$ cat config.mk
export PLATFORM = sky130hd
export DESIGN_NAME = apc_top
export DESIGN_NICKNAME = d
export VERILOG_FILES = /design/src/design/apc_pkg.sv /design/src/design/apc_tad_gen.sv /design/src/design/apc_top.sv
export SDC_FILE = /design/constraint.sdc
export NUM_CORES = 1
export LEC_CHECK = 0
export BUFFER_PORTS_ARGS = -buffer_cell sky130_fd_sc_hd__buf_2
export CAP_MARGIN = 10
export CORE_UTILIZATION = 45
export CTS_BUF_LIST = sky130_fd_sc_hd__clkbuf_8 sky130_fd_sc_hd__clkbuf_16
export DETAILED_ROUTE_END_ITERATION = 8
export GPL_TIMING_DRIVEN = 1
export PLACE_DENSITY_LB_ADDON = 0.05
export SYNTH_ARGS = -nofsm -noshare
export SYNTH_HDL_FRONTEND = slang
export SYNTH_HIERARCHICAL = 1
export SYNTH_SLANG_ARGS = --single-unit
$ cat constraint.sdc
create_clock -name i_ref_clk -period 5.5 [get_ports i_ref_clk]
set_input_delay 0.275 -clock i_ref_clk [delete_from_list [all_inputs] [get_ports i_ref_clk]]
set_output_delay 0.275 -clock i_ref_clk [all_outputs]
set_load 0.03 [all_outputs]
$ cat src/design/apc_pkg.sv
// package for the converter port and clock control block
// assumes a 100 MHz reference clock that also serves as the oscillator period
package apc_pkg;

	// register indices, byte address is four times the index
	localparam logic [7:0] IDX_PORT_LEVEL   = 8'h05; // pin levels with analog pins masked
	localparam logic [7:0] IDX_IRQ_STATUS   = 8'h0c; // completion flag register
	localparam logic [7:0] IDX_IRQ_ENABLE   = 8'h8c; // completion enable register
	localparam logic [7:0] IDX_RESULT_HIGH  = 8'h1e; // result_high_byte
	localparam logic [7:0] IDX_RESULT_LOW   = 8'h9e; // result_low_byte
	localparam logic [7:0] IDX_CTRL_ZERO    = 8'h1f; // conv_control_zero
	localparam logic [7:0] IDX_CTRL_ONE     = 8'h9f; // conv_control_one / adc_config_one

	// conv_control_zero fields
	localparam int C0_SRC_HI  = 7; // clk_src_sel upper bit
	localparam int C0_SRC_LO  = 6; // clk_src_sel lower bit
	localparam int C0_CH_HI   = 5; // channel_select upper bit
	localparam int C0_CH_LO   = 3; // channel_select lower bit
	localparam int C0_GO      = 2; // go / done flag
	localparam int C0_ON      = 0; // converter_on
	// conv_control_one fields
	localparam int C1_FMT     = 7; // result_format_sel
	localparam int C1_HALF    = 6; // clk_half_sel
	localparam int C1_CFG_HI  = 3; // port_cfg upper bit
	// flag and enable bit position
	localparam int IRQ_BIT    = 6; // conv_irq_flag / conv_irq_enable

	// values after reset
	localparam logic [7:0] RST_BYTE = 8'h00; // every control field clears
	localparam logic [4:0] RST_ANALOG = 5'h1f; // all five channels analog

	// conversion timing in bit periods
	localparam logic [3:0] CONV_TADS    = 4'h9; // bit periods per conversion
	localparam logic [3:0] HOLDOFF_TADS = 4'h2; // recovery before acquisition
	// internal rc bit period
	localparam int CLK_NS      = 10;   // reference clock period
	localparam int RC_TAD_NS   = 4000; // typical rc bit period
	localparam int RC_TAD_CYC  = RC_TAD_NS / CLK_NS; // rc period in clocks
	localparam logic [1:0] SRC_RC = 2'h3; // source code of the rc clock

	// axi response codes
	localparam logic [1:0] RESP_OKAY   = 2'h0; // access done
	localparam logic [1:0] RESP_SLVERR = 2'h2; // unmapped address

	// sequencer states
	typedef enum logic [1:0] {
		APC_OFF     = 2'b00, // converter off
		APC_ACQ     = 2'b01, // acquiring, hold capacitor connected
		APC_CONV    = 2'b10, // converting
		APC_HOLDOFF = 2'b11  // recovery, capacitor disconnected
	} apc_state_t;

	// port configuration decode: {vref_neg, vref_pos, analog mask[4:0]}
	function automatic logic [6:0] apc_cfg_decode(input logic [3:0] cfg);
		logic [6:0] d;
		d = 7'h1f;
		case (cfg)
			4'h0, 4'h2, 4'h9: d = 7'h1f;
			4'h1, 4'h3, 4'ha: d = 7'h37;
			4'h4:             d = 7'h0b;
			4'h5:             d = 7'h23;
			4'h6, 4'h7:       d = 7'h00;
			4'h8, 4'hb, 4'hc: d = 7'h73;
			4'hd:             d = 7'h63;
			4'he:             d = 7'h01;
			4'hf:             d = 7'h61;
			default:          d = 7'h1f;
		endcase
		return d;
	endfunction : apc_cfg_decode

endpackage : apc_pkg

$ cat src/design/apc_tad_gen.sv
// bit period tick generator for the converter
// assumes i_ref_clk is the oscillator; restart realigns the period
`timescale 1ns/10ps
module apc_tad_gen #(
	parameter int RC_CYC = apc_pkg::RC_TAD_CYC // rc bit period in clocks
) (
	input  wire logic       i_ref_clk,   // reference clock
	input  wire logic       i_reset_n,   // async reset, active low
	input  wire logic       i_clk_en,    // freezes state when low
	input  wire logic       i_restart,   // start a fresh bit period
	input  wire logic       i_half_sel,  // clk_half_sel
	input  wire logic [1:0] i_src_sel,   // clk_src_sel
	output logic            o_tick       // one pulse per bit period
);
	logic [15:0] cnt_r;  // clocks elapsed in this period
	logic [15:0] div;    // clocks per bit period
	logic [3:0]  shift;  // power of two for oscillator settings

	always_comb begin
		shift = 4'({1'b0, i_src_sel, i_half_sel}) + 4'h1;
		if (i_src_sel == apc_pkg::SRC_RC) begin
			div = 16'(RC_CYC);
		end else begin
			div = 16'h1 << shift;
		end
	end

	// period counter and tick
	always_ff @(posedge i_ref_clk or negedge i_reset_n) begin
		if (!i_reset_n) begin
			cnt_r  <= 16'h0;
			o_tick <= 1'b0;
		end else if (i_clk_en) begin
			if (i_restart) begin
				cnt_r  <= 16'h0;
				o_tick <= 1'b0;
			end else if (cnt_r >= div - 16'h1) begin
				cnt_r  <= 16'h0;
				o_tick <= 1'b1;
			end else begin
				cnt_r  <= cnt_r + 16'h1;
				o_tick <= 1'b0;
			end
		end
	end
endmodule : apc_tad_gen

$ cat src/design/apc_top.sv
// converter port and clock control, axi4-lite register slave
// assumes the analog front end returns the held code for o_sample_ch
// Summary of operation
// - format 1: right justify, high six zero
// - format 0: left justify, low six zero
// - halving bit doubles oscillator divider
// - control one bits 5:4 read zero
// - decode all-analog, all-digital, channel-0-only codes
// - channel 3/2 become external references
// - report analog and reference pin counts
// - completion loads result, clears go, flags
// - conversion lasts exactly nine bit periods
// - two bit periods holdoff, capacitor disconnected
// - divider 2..64 or internal rc
// - rc bit period modelled as 4 us
// - sampling ignores pin direction
// - port reads zero on analog pins
// - clearing go aborts, result kept
// - after abort, holdoff then acquisition
//
// Local design decision: register access over AXI4-Lite.
`timescale 1ns/10ps
module apc_top #(
	parameter int AW = 12 // axi address width
) (
	input  wire logic          i_ref_clk,       // 100 MHz clock
	input  wire logic          i_reset_n,       // async reset, active low
	input  wire logic          i_clk_en,        // freezes all state when low
	input  wire logic [AW-1:0] i_awaddr,        // write address
	input  wire logic          i_awvalid,       // write address valid
	output logic               o_awready,       // write address ready
	input  wire logic [31:0]   i_wdata,         // write data
	input  wire logic [3:0]    i_wstrb,         // write strobes
	input  wire logic          i_wvalid,        // write data valid
	output logic               o_wready,        // write data ready
	output logic [1:0]         o_bresp,         // write response
	output logic               o_bvalid,        // write response valid
	input  wire logic          i_bready,        // write response ready
	input  wire logic [AW-1:0] i_araddr,        // read address
	input  wire logic          i_arvalid,       // read address valid
	output logic               o_arready,       // read address ready
	output logic [31:0]        o_rdata,         // read data
	output logic [1:0]         o_rresp,         // read response
	output logic               o_rvalid,        // read data valid
	input  wire logic          i_rready,        // read data ready
	input  wire logic [4:0]    i_pin_level,     // digital level of the five pins
	input  wire logic [9:0]    i_sample_code,   // front end code of o_sample_ch
	output logic [2:0]         o_sample_ch,     // channel_select to the mux
	output logic               o_hold_connect,  // hold_capacitor on input
	output logic               o_conv_busy,     // conversion running
	output logic [4:0]         o_analog_sel,    // pins used as analog inputs
	output logic               o_vref_pos_ext,  // channel 3 is positive ref
	output logic               o_vref_neg_ext,  // channel 2 is negative ref
	output logic [2:0]         o_analog_count,  // analog input count
	output logic [1:0]         o_ref_count      // external reference count
);
	// register fields
	logic [1:0]  src_sel_r;   // clk_src_sel
	logic [2:0]  chan_r;      // channel_select
	logic        go_r;        // go / done flag
	logic        on_r;        // converter_on
	logic        fmt_r;       // result_format_sel
	logic        half_r;      // clk_half_sel
	logic [3:0]  pcfg_r;      // port_cfg
	logic        irq_flag_r;  // conv_irq_flag
	logic        irq_en_r;    // conv_irq_enable
	logic [7:0]  res_hi_r;    // result_high_byte
	logic [7:0]  res_lo_r;    // result_low_byte
	logic [9:0]  held_r;      // code captured on the hold capacitor
	// sequencer
	apc_pkg::apc_state_t state_r; // current state
	logic [3:0]  tad_cnt_r;   // bit periods counted in state
	logic        tick;        // bit period pulse
	// axi write side
	logic [AW-1:0] awaddr_r;  // latched write address
	logic          aw_hold_r; // write address held
	logic [31:0]   wdata_r;   // latched write data
	logic [3:0]    wstrb_r;   // latched strobes
	logic          w_hold_r;  // write data held
	logic          do_wr;     // execute the write now
	logic          wr_ok;     // write hits a mapped register
	// decoded strobes
	logic        wr_c0;       // write to conv_control_zero
	logic        wr_c1;       // write to conv_control_one
	logic        start;       // conversion starts
	logic        done;        // conversion completes
	logic        abort;       // conversion aborted
	logic        restart;     // realign bit period
	logic [6:0]  dec;         // decoded port configuration
	logic [31:0] rd_mux;      // read value
	logic        rd_ok;       // read hits a mapped register

	// true when a byte address selects a register index
	function automatic logic hit(input logic [AW-1:0] a, input logic [7:0] idx);
		return (a[1:0] == 2'h0) && (a[AW-1:2] == (AW-2)'(idx));
	endfunction : hit

	assign do_wr = aw_hold_r && w_hold_r && !o_bvalid;
	assign wr_ok = hit(awaddr_r, apc_pkg::IDX_PORT_LEVEL) || hit(awaddr_r, apc_pkg::IDX_IRQ_STATUS)
		|| hit(awaddr_r, apc_pkg::IDX_IRQ_ENABLE) || hit(awaddr_r, apc_pkg::IDX_RESULT_HIGH)
		|| hit(awaddr_r, apc_pkg::IDX_RESULT_LOW) || wr_c0 || wr_c1;
	assign wr_c0 = hit(awaddr_r, apc_pkg::IDX_CTRL_ZERO);
	assign wr_c1 = hit(awaddr_r, apc_pkg::IDX_CTRL_ONE);
	assign start = do_wr && wr_c0 && i_wstrb_ok(wstrb_r) && wdata_r[apc_pkg::C0_GO]
		&& on_r && (state_r == apc_pkg::APC_ACQ);
	assign done  = (state_r == apc_pkg::APC_CONV) && tick && (tad_cnt_r == apc_pkg::CONV_TADS - 4'h1);
	assign abort = (state_r == apc_pkg::APC_CONV) && !done && do_wr && wr_c0
		&& i_wstrb_ok(wstrb_r) && !wdata_r[apc_pkg::C0_GO];
	assign restart = start || done || abort;
	assign dec = apc_pkg::apc_cfg_decode(pcfg_r);

	// only the low byte lane carries register data
	function automatic logic i_wstrb_ok(input logic [3:0] s);
		return s[0];
	endfunction : i_wstrb_ok

	// bit period source
	apc_tad_gen u_tad (
		.i_ref_clk  (i_ref_clk),
		.i_reset_n  (i_reset_n),
		.i_clk_en   (i_clk_en),
		.i_restart  (restart),
		.i_half_sel (half_r),
		.i_src_sel  (src_sel_r),
		.o_tick     (tick)
	);

	// read multiplexer
	always_comb begin
		rd_mux = 32'h0;
		rd_ok  = 1'b1;
		if (hit(i_araddr, apc_pkg::IDX_CTRL_ZERO)) begin
			rd_mux[7:0] = {src_sel_r, chan_r, go_r, 1'b0, on_r};
		end else if (hit(i_araddr, apc_pkg::IDX_CTRL_ONE)) begin
			rd_mux[7:0] = {fmt_r, half_r, 2'h0, pcfg_r};
		end else if (hit(i_araddr, apc_pkg::IDX_RESULT_HIGH)) begin
			rd_mux[7:0] = res_hi_r;
		end else if (hit(i_araddr, apc_pkg::IDX_RESULT_LOW)) begin
			rd_mux[7:0] = res_lo_r;
		end else if (hit(i_araddr, apc_pkg::IDX_IRQ_STATUS)) begin
			rd_mux[apc_pkg::IRQ_BIT] = irq_flag_r;
		end else if (hit(i_araddr, apc_pkg::IDX_IRQ_ENABLE)) begin
			rd_mux[apc_pkg::IRQ_BIT] = irq_en_r;
		end else if (hit(i_araddr, apc_pkg::IDX_PORT_LEVEL)) begin
			rd_mux[4:0] = i_pin_level & ~o_analog_sel;
		end else begin
			rd_ok = 1'b0;
		end
	end

	// axi write channels and response
	always_ff @(posedge i_ref_clk or negedge i_reset_n) begin
		if (!i_reset_n) begin
			aw_hold_r <= 1'b0;
			w_hold_r  <= 1'b0;
			awaddr_r  <= '0;
			wdata_r   <= 32'h0;
			wstrb_r   <= 4'h0;
			o_awready <= 1'b1;
			o_wready  <= 1'b1;
			o_bvalid  <= 1'b0;
			o_bresp   <= apc_pkg::RESP_OKAY;
		end else if (i_clk_en) begin
			// address and data taken in either order
			if (i_awvalid && o_awready) begin
				awaddr_r  <= i_awaddr;
				aw_hold_r <= 1'b1;
				o_awready <= 1'b0;
			end
			if (i_wvalid && o_wready) begin
				wdata_r  <= i_wdata;
				wstrb_r  <= i_wstrb;
				w_hold_r <= 1'b1;
				o_wready <= 1'b0;
			end
			if (do_wr) begin
				aw_hold_r <= 1'b0;
				w_hold_r  <= 1'b0;
				o_awready <= 1'b1;
				o_wready  <= 1'b1;
				o_bvalid  <= 1'b1;
				o_bresp   <= wr_ok ? apc_pkg::RESP_OKAY : apc_pkg::RESP_SLVERR;
			end else if (o_bvalid && i_bready) begin
				o_bvalid <= 1'b0;
			end
		end
	end

	// axi read channel, answer one cycle after the address
	always_ff @(posedge i_ref_clk or negedge i_reset_n) begin
		if (!i_reset_n) begin
			o_arready <= 1'b1;
			o_rvalid  <= 1'b0;
			o_rdata   <= 32'h0;
			o_rresp   <= apc_pkg::RESP_OKAY;
		end else if (i_clk_en) begin
			if (i_arvalid && o_arready) begin
				o_arready <= 1'b0;
				o_rvalid  <= 1'b1;
				o_rdata   <= rd_mux;
				o_rresp   <= rd_ok ? apc_pkg::RESP_OKAY : apc_pkg::RESP_SLVERR;
			end else if (o_rvalid && i_rready) begin
				o_rvalid  <= 1'b0;
				o_arready <= 1'b1;
			end
		end
	end

	// configuration registers
	always_ff @(posedge i_ref_clk or negedge i_reset_n) begin
		if (!i_reset_n) begin
			{fmt_r, half_r, pcfg_r} <= 6'(apc_pkg::RST_BYTE);
			{src_sel_r, chan_r, on_r} <= 6'(apc_pkg::RST_BYTE);
			irq_en_r <= 1'b0;
		end else if (i_clk_en && do_wr && i_wstrb_ok(wstrb_r)) begin
			if (wr_c1) begin
				fmt_r  <= wdata_r[apc_pkg::C1_FMT];
				half_r <= wdata_r[apc_pkg::C1_HALF];
				pcfg_r <= wdata_r[apc_pkg::C1_CFG_HI:0];
			end
			if (wr_c0) begin
				src_sel_r <= wdata_r[apc_pkg::C0_SRC_HI:apc_pkg::C0_SRC_LO];
				chan_r    <= wdata_r[apc_pkg::C0_CH_HI:apc_pkg::C0_CH_LO];
				on_r      <= wdata_r[apc_pkg::C0_ON];
			end
			if (hit(awaddr_r, apc_pkg::IDX_IRQ_ENABLE)) begin
				irq_en_r <= wdata_r[apc_pkg::IRQ_BIT];
			end
		end
	end

	// port decode outputs
	always_ff @(posedge i_ref_clk or negedge i_reset_n) begin
		if (!i_reset_n) begin
			o_analog_sel   <= apc_pkg::RST_ANALOG;
			o_vref_pos_ext <= 1'b0;
			o_vref_neg_ext <= 1'b0;
			o_analog_count <= 3'h5;
			o_ref_count    <= 2'h0;
		end else if (i_clk_en) begin
			o_analog_sel   <= dec[4:0];
			o_vref_pos_ext <= dec[5];
			o_vref_neg_ext <= dec[6];
			o_analog_count <= 3'(dec[0] + dec[1] + dec[2] + dec[3] + dec[4]);
			o_ref_count    <= 2'(dec[5] + dec[6]);
		end
	end

	// go flag and completion flag
	always_ff @(posedge i_ref_clk or negedge i_reset_n) begin
		if (!i_reset_n) begin
			go_r       <= 1'b0;
			irq_flag_r <= 1'b0;
		end else if (i_clk_en) begin
			if (done || abort || !on_r) begin
				go_r <= 1'b0;
			end else if (start) begin
				go_r <= 1'b1;
			end
			if (done) begin
				irq_flag_r <= 1'b1;
			end else if (do_wr && i_wstrb_ok(wstrb_r) && hit(awaddr_r, apc_pkg::IDX_IRQ_STATUS)) begin
				irq_flag_r <= wdata_r[apc_pkg::IRQ_BIT];
			end
		end
	end

	// result pair, written by software or loaded on completion
	always_ff @(posedge i_ref_clk or negedge i_reset_n) begin
		if (!i_reset_n) begin
			res_hi_r <= 8'h0;
			res_lo_r <= 8'h0;
		end else if (i_clk_en) begin
			if (done) begin
				if (fmt_r) begin
					res_hi_r <= {6'h0, held_r[9:8]};
					res_lo_r <= held_r[7:0];
				end else begin
					res_hi_r <= held_r[9:2];
					res_lo_r <= {held_r[1:0], 6'h0};
				end
			end else if (do_wr && i_wstrb_ok(wstrb_r)) begin
				if (hit(awaddr_r, apc_pkg::IDX_RESULT_HIGH)) begin
					res_hi_r <= wdata_r[7:0];
				end
				if (hit(awaddr_r, apc_pkg::IDX_RESULT_LOW)) begin
					res_lo_r <= wdata_r[7:0];
				end
			end
		end
	end

	// conversion sequencer
	always_ff @(posedge i_ref_clk or negedge i_reset_n) begin
		if (!i_reset_n) begin
			state_r        <= apc_pkg::APC_OFF;
			tad_cnt_r      <= 4'h0;
			held_r         <= 10'h0;
			o_hold_connect <= 1'b0;
			o_conv_busy    <= 1'b0;
			o_sample_ch    <= 3'h0;
		end else if (i_clk_en) begin
			o_sample_ch <= chan_r;
			if (!on_r) begin
				state_r        <= apc_pkg::APC_OFF;
				o_hold_connect <= 1'b0;
				o_conv_busy    <= 1'b0;
			end else begin
				case (state_r)
					apc_pkg::APC_OFF: begin
						state_r        <= apc_pkg::APC_ACQ;
						o_hold_connect <= 1'b1;
					end
					apc_pkg::APC_ACQ: begin
						if (start) begin
							held_r         <= i_sample_code;
							tad_cnt_r      <= 4'h0;
							state_r        <= apc_pkg::APC_CONV;
							o_hold_connect <= 1'b0;
							o_conv_busy    <= 1'b1;
						end
					end
					apc_pkg::APC_CONV: begin
						if (done || abort) begin
							tad_cnt_r   <= 4'h0;
							state_r     <= apc_pkg::APC_HOLDOFF;
							o_conv_busy <= 1'b0;
						end else if (tick) begin
							tad_cnt_r <= tad_cnt_r + 4'h1;
						end
					end
					apc_pkg::APC_HOLDOFF: begin
						if (tick && tad_cnt_r == apc_pkg::HOLDOFF_TADS - 4'h1) begin
							state_r        <= apc_pkg::APC_ACQ;
							o_hold_connect <= 1'b1;
						end else if (tick) begin
							tad_cnt_r <= tad_cnt_r + 4'h1;
						end
					end
					default: begin
						state_r <= apc_pkg::APC_OFF;
					end
				endcase
			end
		end
	end
endmodule : apc_top

==> metrics.md, run 1 <==
| Metric | Value |
|---|---|
| Sequential share of power | `around two fifths` |
| Pwr dens | `approximately 360 nW/um^2` |
| Die width | `between 100 and 150 um` |
| Initial Utilization | `46.7%` |
| Post-Route Setup TNS | `0 ns` |
| Share of the core filled with cells | `between 50% and 60%` |
| Setup crit end kind | `flip-flop` |
| Largest area contributor in the netlist | `dfrtp_1` |
| IO Pins | `between 100 and 150` |
| PortBufs | `87` |
| Post-CTS resize count | `0` |
| Post-synth design cell area | `roughly 6600 um^2` |
| Post-Syn Instances | `between 600 and 700` |
| Hold Crit Class | `in2async` |
| 1st-iter DRT viols | `241` |
| Diode count | `0` |
| Final cell count without fillers | `a little over 900` |
| Final Hold Viols | `4` |
| Most frequent cells in the layout | `dfrtp_1 (109), buf_2 (86), nand2_1 (66)` |
| Status | `finished, violations left` |
| Int Pwr | `around 2000 uW` |
| Top FF cell, synth | `dfrtp_1` |
| Core Area | `about 14000 um^2` |
| Area grow syn2layout | `16.0%` |
| Clock latency on the worst-skew pair | `~0.4 ns` |
| Max Slew Vio Count | `0` |
| Gate power share | `18.5%` |
| Layout cells sized above 1 | `about 27%` |
| Setup crit start | `src_sel_r[0]$_DFFE_PN0P_` |
| Top post-synthesis cells by area | `dfrtp_1 (41%), mux2_2 (9.7%), ha_1 (4.7%), dfstp_2 (4.0%), nand2_1 (3.8%)` |
| Crit path required time | `5.81 ns` |
| Worst r2r src | `src_sel_r[0]$_DFFE_PN0P_` |
| Fmax | `around 320 MHz` |
| Class of the most critical setup path | `reg2reg` |
| Setup slack after placement | `between 2 and 2.5 ns` |
| # hold bufs at CTS | `0` |
| Residual DRC | `0` |
| CP max FO | `10` |
| Max-slew headroom | `~22%` |
| TritonRoute pass-1 iters | `4` |
| Initial antenna violation count | `0` |
| Average cell area after synthesis | `10.3 um^2` |
| Clock Tree Buf Depth | `2` |
| Clk sink count | `around 120` |
| Hold slack | `-0.0128 ns` |
| Placed insts | `883` |
| Tightest Pin Transition | `~1.2 ns` |
| Period utilization | `56.7%` |
| Startpoint Class | `flip-flop` |
| Commonest non-fill, non-tap cell in the layout | `dfrtp_1` |
| Critical path arrival | `3.43 ns` |
| Reg-to-reg slack, setup | `around 2.4 ns` |
| RSZ-0062 raised after global routing | `no` |
| Vias in the first global route | `about 5000` |
| Fin nets | `approximately 830` |
| Tot GR Track Use | `22.6%` |
| Max-Cap Viols | `0` |
| Postcts setup bufs | `0` |
| Switching Fraction | `~29%` |
| Psw | `slightly above 800 uW` |
| Antenna violation net count after detailed routing | `0` |
| Avg WL per Cell | `between 15 and 20 um` |
| Fraction of registers with async set/reset | `100%` |
| Final worst slack | `around 2.4 ns` |
| Total Wirelength | `roughly 16000 um` |
| Clk pwr share | `between 30% and 40%` |
| Num rows | `43` |
| First-pass GRT wire length | `25500 um` |
| Routability cong. | `0.835` |
| Ys Warns | `6` |
| Clock Skew | `0.00754 ns` |
| Post-DP HPWL | `11700 um` |
| Fraction of the yosys area taken by sequential cells | `45.4%` |
| Synthesis-stage register bit count | `approximately 120` |
| Routed vias | `about 5000` |
| Worst VDD drop | `between 0.2 and 0.3 mV` |
| Violated checks | `hold timing` |
| Root buffer cell | `clkbuf_16` |
| Worst-path clk slew | `approximately 0.05 ns` |
| DIE HEIGHT | `approximately 120 um` |
| Die area | `about 15000 um^2` |
| Min Tclk post-route | `between 3 and 4 ns` |
| Number of fill cells | `~1300` |
| TritonCTS Buffers | `17` |
| Largest net degree at the start of global routing | `72` |
| Final setup viols | `0` |
| CTS tree | `built` |
| Vias per inst | `between 5 and 6` |
| Netlist cell types | `approximately 80` |
| Htree depth | `4` |
| Area fraction of the dominant cell type after synthesis | `41.4%` |
| Total grt overflow | `0` |
| EDFF count, synth | `0` |
| Leak Pwr | `~0.0037 uW` |
-- sequential cells by signal (all words and copies together) (netlist names), 4 cells and up --
name	count
wdata_r	8
pcfg_r	4
o_analog_sel	5
u_tad/cnt_r	16
res_lo_r	8
awaddr_r	12
tad_cnt_r	4
res_hi_r	8
o_rdata	8
held_r	10
-- power groups by stage --
stage | clock network, uW | logic, uW | registers (uW)
2_1_floorplan | 0 | 391 | 1130
3_3_place_gp | 0 | 500 | 1170
3_5_place_dp | 0 | 513 | 1170
4_1_cts | 1120 | 517 | 1160
5_1_grt | 1160 | 570 | 1180
6_report | 1100 | 513 | 1160
-- logic make-up after synthesis --
logic type / Yosys count / synth area share (%)
other: 2 / 0.114
buffers and inverters: 83 / 6.57
XOR/XNOR: 1 / 0.133
multiplexers: 71 / 12.1
AO/OA/AOI/OAI: 131 / 14.2
flip-flops: 119 / 45.4
AND/OR/NAND/NOR: 206 / 16.5
adder cells (fa/ha/maj): 26 / 5.05
-- metal layers --
layer / up-vias / routed length, um / GRT usage [%]
li1: 2419 / - / -
met1: 2460 / 7320 / 29.4
met2: 137 / 7520 / 36.6
met3: 26 / 622 / 4.38
met4: 0 / 374 / 10.4
met5: - / 0 / 0
-- worst max-delay path, stage by stage, from the launching register on --
cell and delay (ns):
dfrtp_1 0.47, or3_1 0.43, ha_1 0.27, inv_1 0.10, xnor2_1 0.14, ha_1 0.28
a31oi_1 0.17, nor2b_1 0.07, o311ai_2 0.26, and3_1 0.40, nand2_4 0.14, o311ai_2 0.29
-- metrics by stage --
step                      hold WS (ns)  area, um^2  total power [uW]
final                          -0.0128        7640              2770
after global routing            0.0714        7640              2910
after CTS                       0.0292        7640              2800
after detailed placement         0.457        7050              1690
after global placement           0.452        7050              1670
after floorplan                -0.0206        6690              1520
-- synthesized netlist by cell type, drive strengths merged, types with 9 or more instances --
cell / n
a21oi: 29
a31oi: 9
and3: 12
buf: 32
clkbuf: 20
dfrtp: 109
dfstp: 10
ha: 25
inv: 31
mux2: 57
mux2i: 13
nand2: 67
nand2b: 12
nand3: 17
nor2: 41
nor3: 9
o21ai: 24
-- worst paths after layout --
path	endpoint	cells past startpoint
max	u_tad/cnt_r[7]$_DFFE_PN0P_	11
min	o_rvalid$_DFFE_PN0P_	1
max reg2reg	u_tad/cnt_r[7]$_DFFE_PN0P_	11
min reg2reg	o_wready$_DFFE_PN1P_	2
max in group asynchronous	wstrb_r[0]$_DFFE_PN0P_	2
min in group i_ref_clk	awaddr_r[0]$_DFFE_PN0P_	2
-- layout make-up --
cell class                 instances  area (um^2)  share of cell area (%)
inverter                          31          116                    1.52
tap                              180          225                    2.95
clock inverter                    12          125                    1.64
clock buffer                      20          467                    6.11
multi-input combinational        464         3270                    42.7
timing repair buffer              89          453                    5.93
sequential                       119         2990                    39.1
No activity file was read; power rests on OpenSTA's default activity.
==> run 2: changes to the inputs <==
==> constraint.sdc (replaced) <==
create_clock -name i_ref_clk -period 3 [get_ports i_ref_clk]
set_input_delay 0.15 -clock i_ref_clk [delete_from_list [all_inputs] [get_ports i_ref_clk]]
set_output_delay 0.15 -clock i_ref_clk [all_outputs]
set_load 0.03 [all_outputs]
==> metrics.md, run 2 (same netlist as run 1, synthesis figures left out) <==
| Metric | Value |
|---|---|
| Status | `completed` |
| Buffer and inverter count on the worst path | `1 (unchanged)` |
| Commonest non-fill, non-tap cell in the layout | `dfrtp_1` |
| Final worst slack | `0.156 ns (-2.23 ns)` |
| Routed vias | `5163 (+2.4%)` |
| Fin nets | `873 (+5.1%)` |
| Max-slew headroom | `51.3% (+29 points)` |
| Tightest Pin Transition | `0.731 ns (-0.435 ns)` |
| Slowest CP cell | `or3_4` |
| Setup crit end kind | `flip-flop` |
| Min Tclk post-route | `2.84 ns (-0.274 ns)` |
| Largest registers | `u_tad/cnt_r (16), awaddr_r (12), held_r (10)` |
| Worst-path clk slew | `0.05 ns (about the same)` |
| Total grt overflow | `0 (unchanged)` |
| Pwr dens | `651 nW/um^2 (+79%)` |
| Initial antenna violation count | `0 (unchanged)` |
| TritonRoute pass-1 iters | `4 (unchanged)` |
| Avg WL per Cell | `17.1 um (-1.4%)` |
| Class of the most critical setup path | `reg2reg` |
| DIE HEIGHT | `123 um (unchanged)` |
| Worst VDD drop | `0.483 mV (+77%)` |
| CTS tree | `built` |
| Diode count | `0 (unchanged)` |
| Die width | `123 um (unchanged)` |
| Fmax | `352 MHz (+9.6%)` |
| Clock Tree Buf Depth | `2 (unchanged)` |
| Largest net degree at the start of global routing | `66 (-8.3%)` |
| Hold Crit Class | `in2reg` |
| 1st-iter DRT viols | `307 (+27%)` |
| Most frequent cells in the layout | `dfrtp_1 (108), buf_2 (86), nand2_1 (66)` |
| Max-Cap Viols | `0 (unchanged)` |
| Tot GR Track Use | `23.1% (+0.43 points)` |
| Clock latency on the worst-skew pair | `0.42 ns (about the same)` |
| Num rows | `43 (unchanged)` |
| CP max FO | `7 (-3)` |
| Leak Pwr | `0.00387 uW (+4.6%)` |
| Most flops, register | `u_tad/cnt_r` |
| Startpoint Class | `flip-flop` |
| Crit-path max cell delay | `0.40 ns (-0.07 ns)` |
| Critical path arrival | `3.16 ns (-0.27 ns)` |
| Vias in the first global route | `5035 (-0.28%)` |
| IO Pins | `141 (unchanged)` |
| Final Hold Viols | `0 (-4)` |
| Final setup viols | `0 (unchanged)` |
| PortBufs | `87 (unchanged)` |
| Vias per inst | `5.39 (-2.1%)` |
| Die area | `15100 um^2 (unchanged)` |
| TritonCTS Buffers | `17 (unchanged)` |
| Area grow syn2layout | `23.6%` |
| Max Slew Vio Count | `0 (unchanged)` |
| CP top delay family | `simple AND/OR/NAND/NOR gates` |
| Htree depth | `4 (unchanged)` |
| Total Wirelength | `16300 um (+3.1%)` |
| Number of fill cells | `1241 (-4.2%)` |
| Initial Utilization | `46.7% (unchanged)` |
| Setup slack after placement | `0.161 ns (-2.25 ns)` |
| Routability cong. | `0.821 (-1.7%)` |
| Residual DRC | `0 (unchanged)` |
| Share of the core filled with cells | `57.8% (+3.6 points)` |
| Antenna violation net count after detailed routing | `0 (unchanged)` |
| Clock Skew | `0.0159 ns (+0.00837 ns)` |
| Critical path cell sequence | `or3_4 -> ha_2 -> inv_1 -> xnor2_1 -> ha_1 -> a31oi_1 -> nor2b_1 -> o311ai_2 -> and3_4 -> nand2_4 -> o311ai_4` |
| Root buffer cell | `clkbuf_16` |
| Overall power | `5300 uW (+91%)` |
| Core Area | `14100 um^2 (unchanged)` |
| Period utilization | `94.8% (+38 points)` |
| Crit path required time | `3.31 ns (-2.50 ns)` |
| Layout cells sized above 1 | `27.9% (+1.1 points)` |
| First-pass GRT wire length | `26200 um (+2.5%)` |
| Max reg flops | `16 (unchanged)` |
| Post-DP HPWL | `11900 um (+1.8%)` |
| Clk sink count | `119 (unchanged)` |
run 2: per-layer routing:
metal  routed length (um)  global-route usage [%]  vias up
met5                    0                       0        -
met4                  203                    7.23        0
met3                  656                    5.35       17
met2                 8000                    37.6      131
met1                 7470                    30.5     2508
li1                     -                       -     2507
run 2: through the flow:
step                area (um^2)  hold slack (ns)  TNS (ns)  cells
finish                     8150          0.00576         0    957
global route               8150           0.0443  -0.00529    957
CTS                        8090           0.0108         0    956
detailed placement         7110            0.246         0    889
global placement           7110            0.248         0    889
floorplan                  6690           -0.146         0    666
run 2: final timing paths:
check / depth (start not counted) / slack (ns) / to / from
setup / recovery: 11 / 0.16 / u_tad/cnt_r[8]$_DFFE_PN0P_ / src_sel_r[0]$_DFFE_PN0P_
hold reg to reg: 2 / 0.47 / o_wready$_DFFE_PN1P_ / o_wready$_DFFE_PN1P_
min in group asynchronous: 2 / 0.32 / o_rvalid$_DFFE_PN0P_ / i_reset_n
setup reg to reg: 11 / 0.16 / u_tad/cnt_r[8]$_DFFE_PN0P_ / src_sel_r[0]$_DFFE_PN0P_
max in group asynchronous: 3 / 1.80 / o_analog_sel[3]$_DFFE_PN1P_ / i_reset_n
hold / removal: 4 / 0.006 / o_arready$_DFFE_PN1P_ / i_arvalid
run 2: report_power, final:
part / total [uW] / switching, uW / leakage, uW / internal [uW]
Clock: 2170 / 740 / 0.000297 / 1420
Combinational: 1000 / 536 / 0.00202 / 468
Sequential: 2130 / 296 / 0.00155 / 1830
run 2: worst min-delay path, cell delays in order:
cell and delay, ns:
buf_2 0.10, nand2_1 0.04, nand2_1 0.05, o21ai_0 0.08
run 2: final cells by class:
class / instances / area [um^2] / share of cell area [%]
inverter: 31 / 116 / 1.43
sequential: 119 / 2990 / 36.7
clock buffer: 19 / 453 / 5.56
tap: 180 / 225 / 2.76
multi-input combinational: 464 / 3310 / 40.7
clock inverter: 13 / 178 / 2.18
timing repair buffer: 131 / 868 / 10.7
run 2: timing repair:
item / CTS / global route
endpoints found under the hold margin: 87 / 0
resized for setup: 0 / 9
setup endpoints to repair: 0 / 8
hold buffers: 35 / 0
setup buffers: 0 / 1
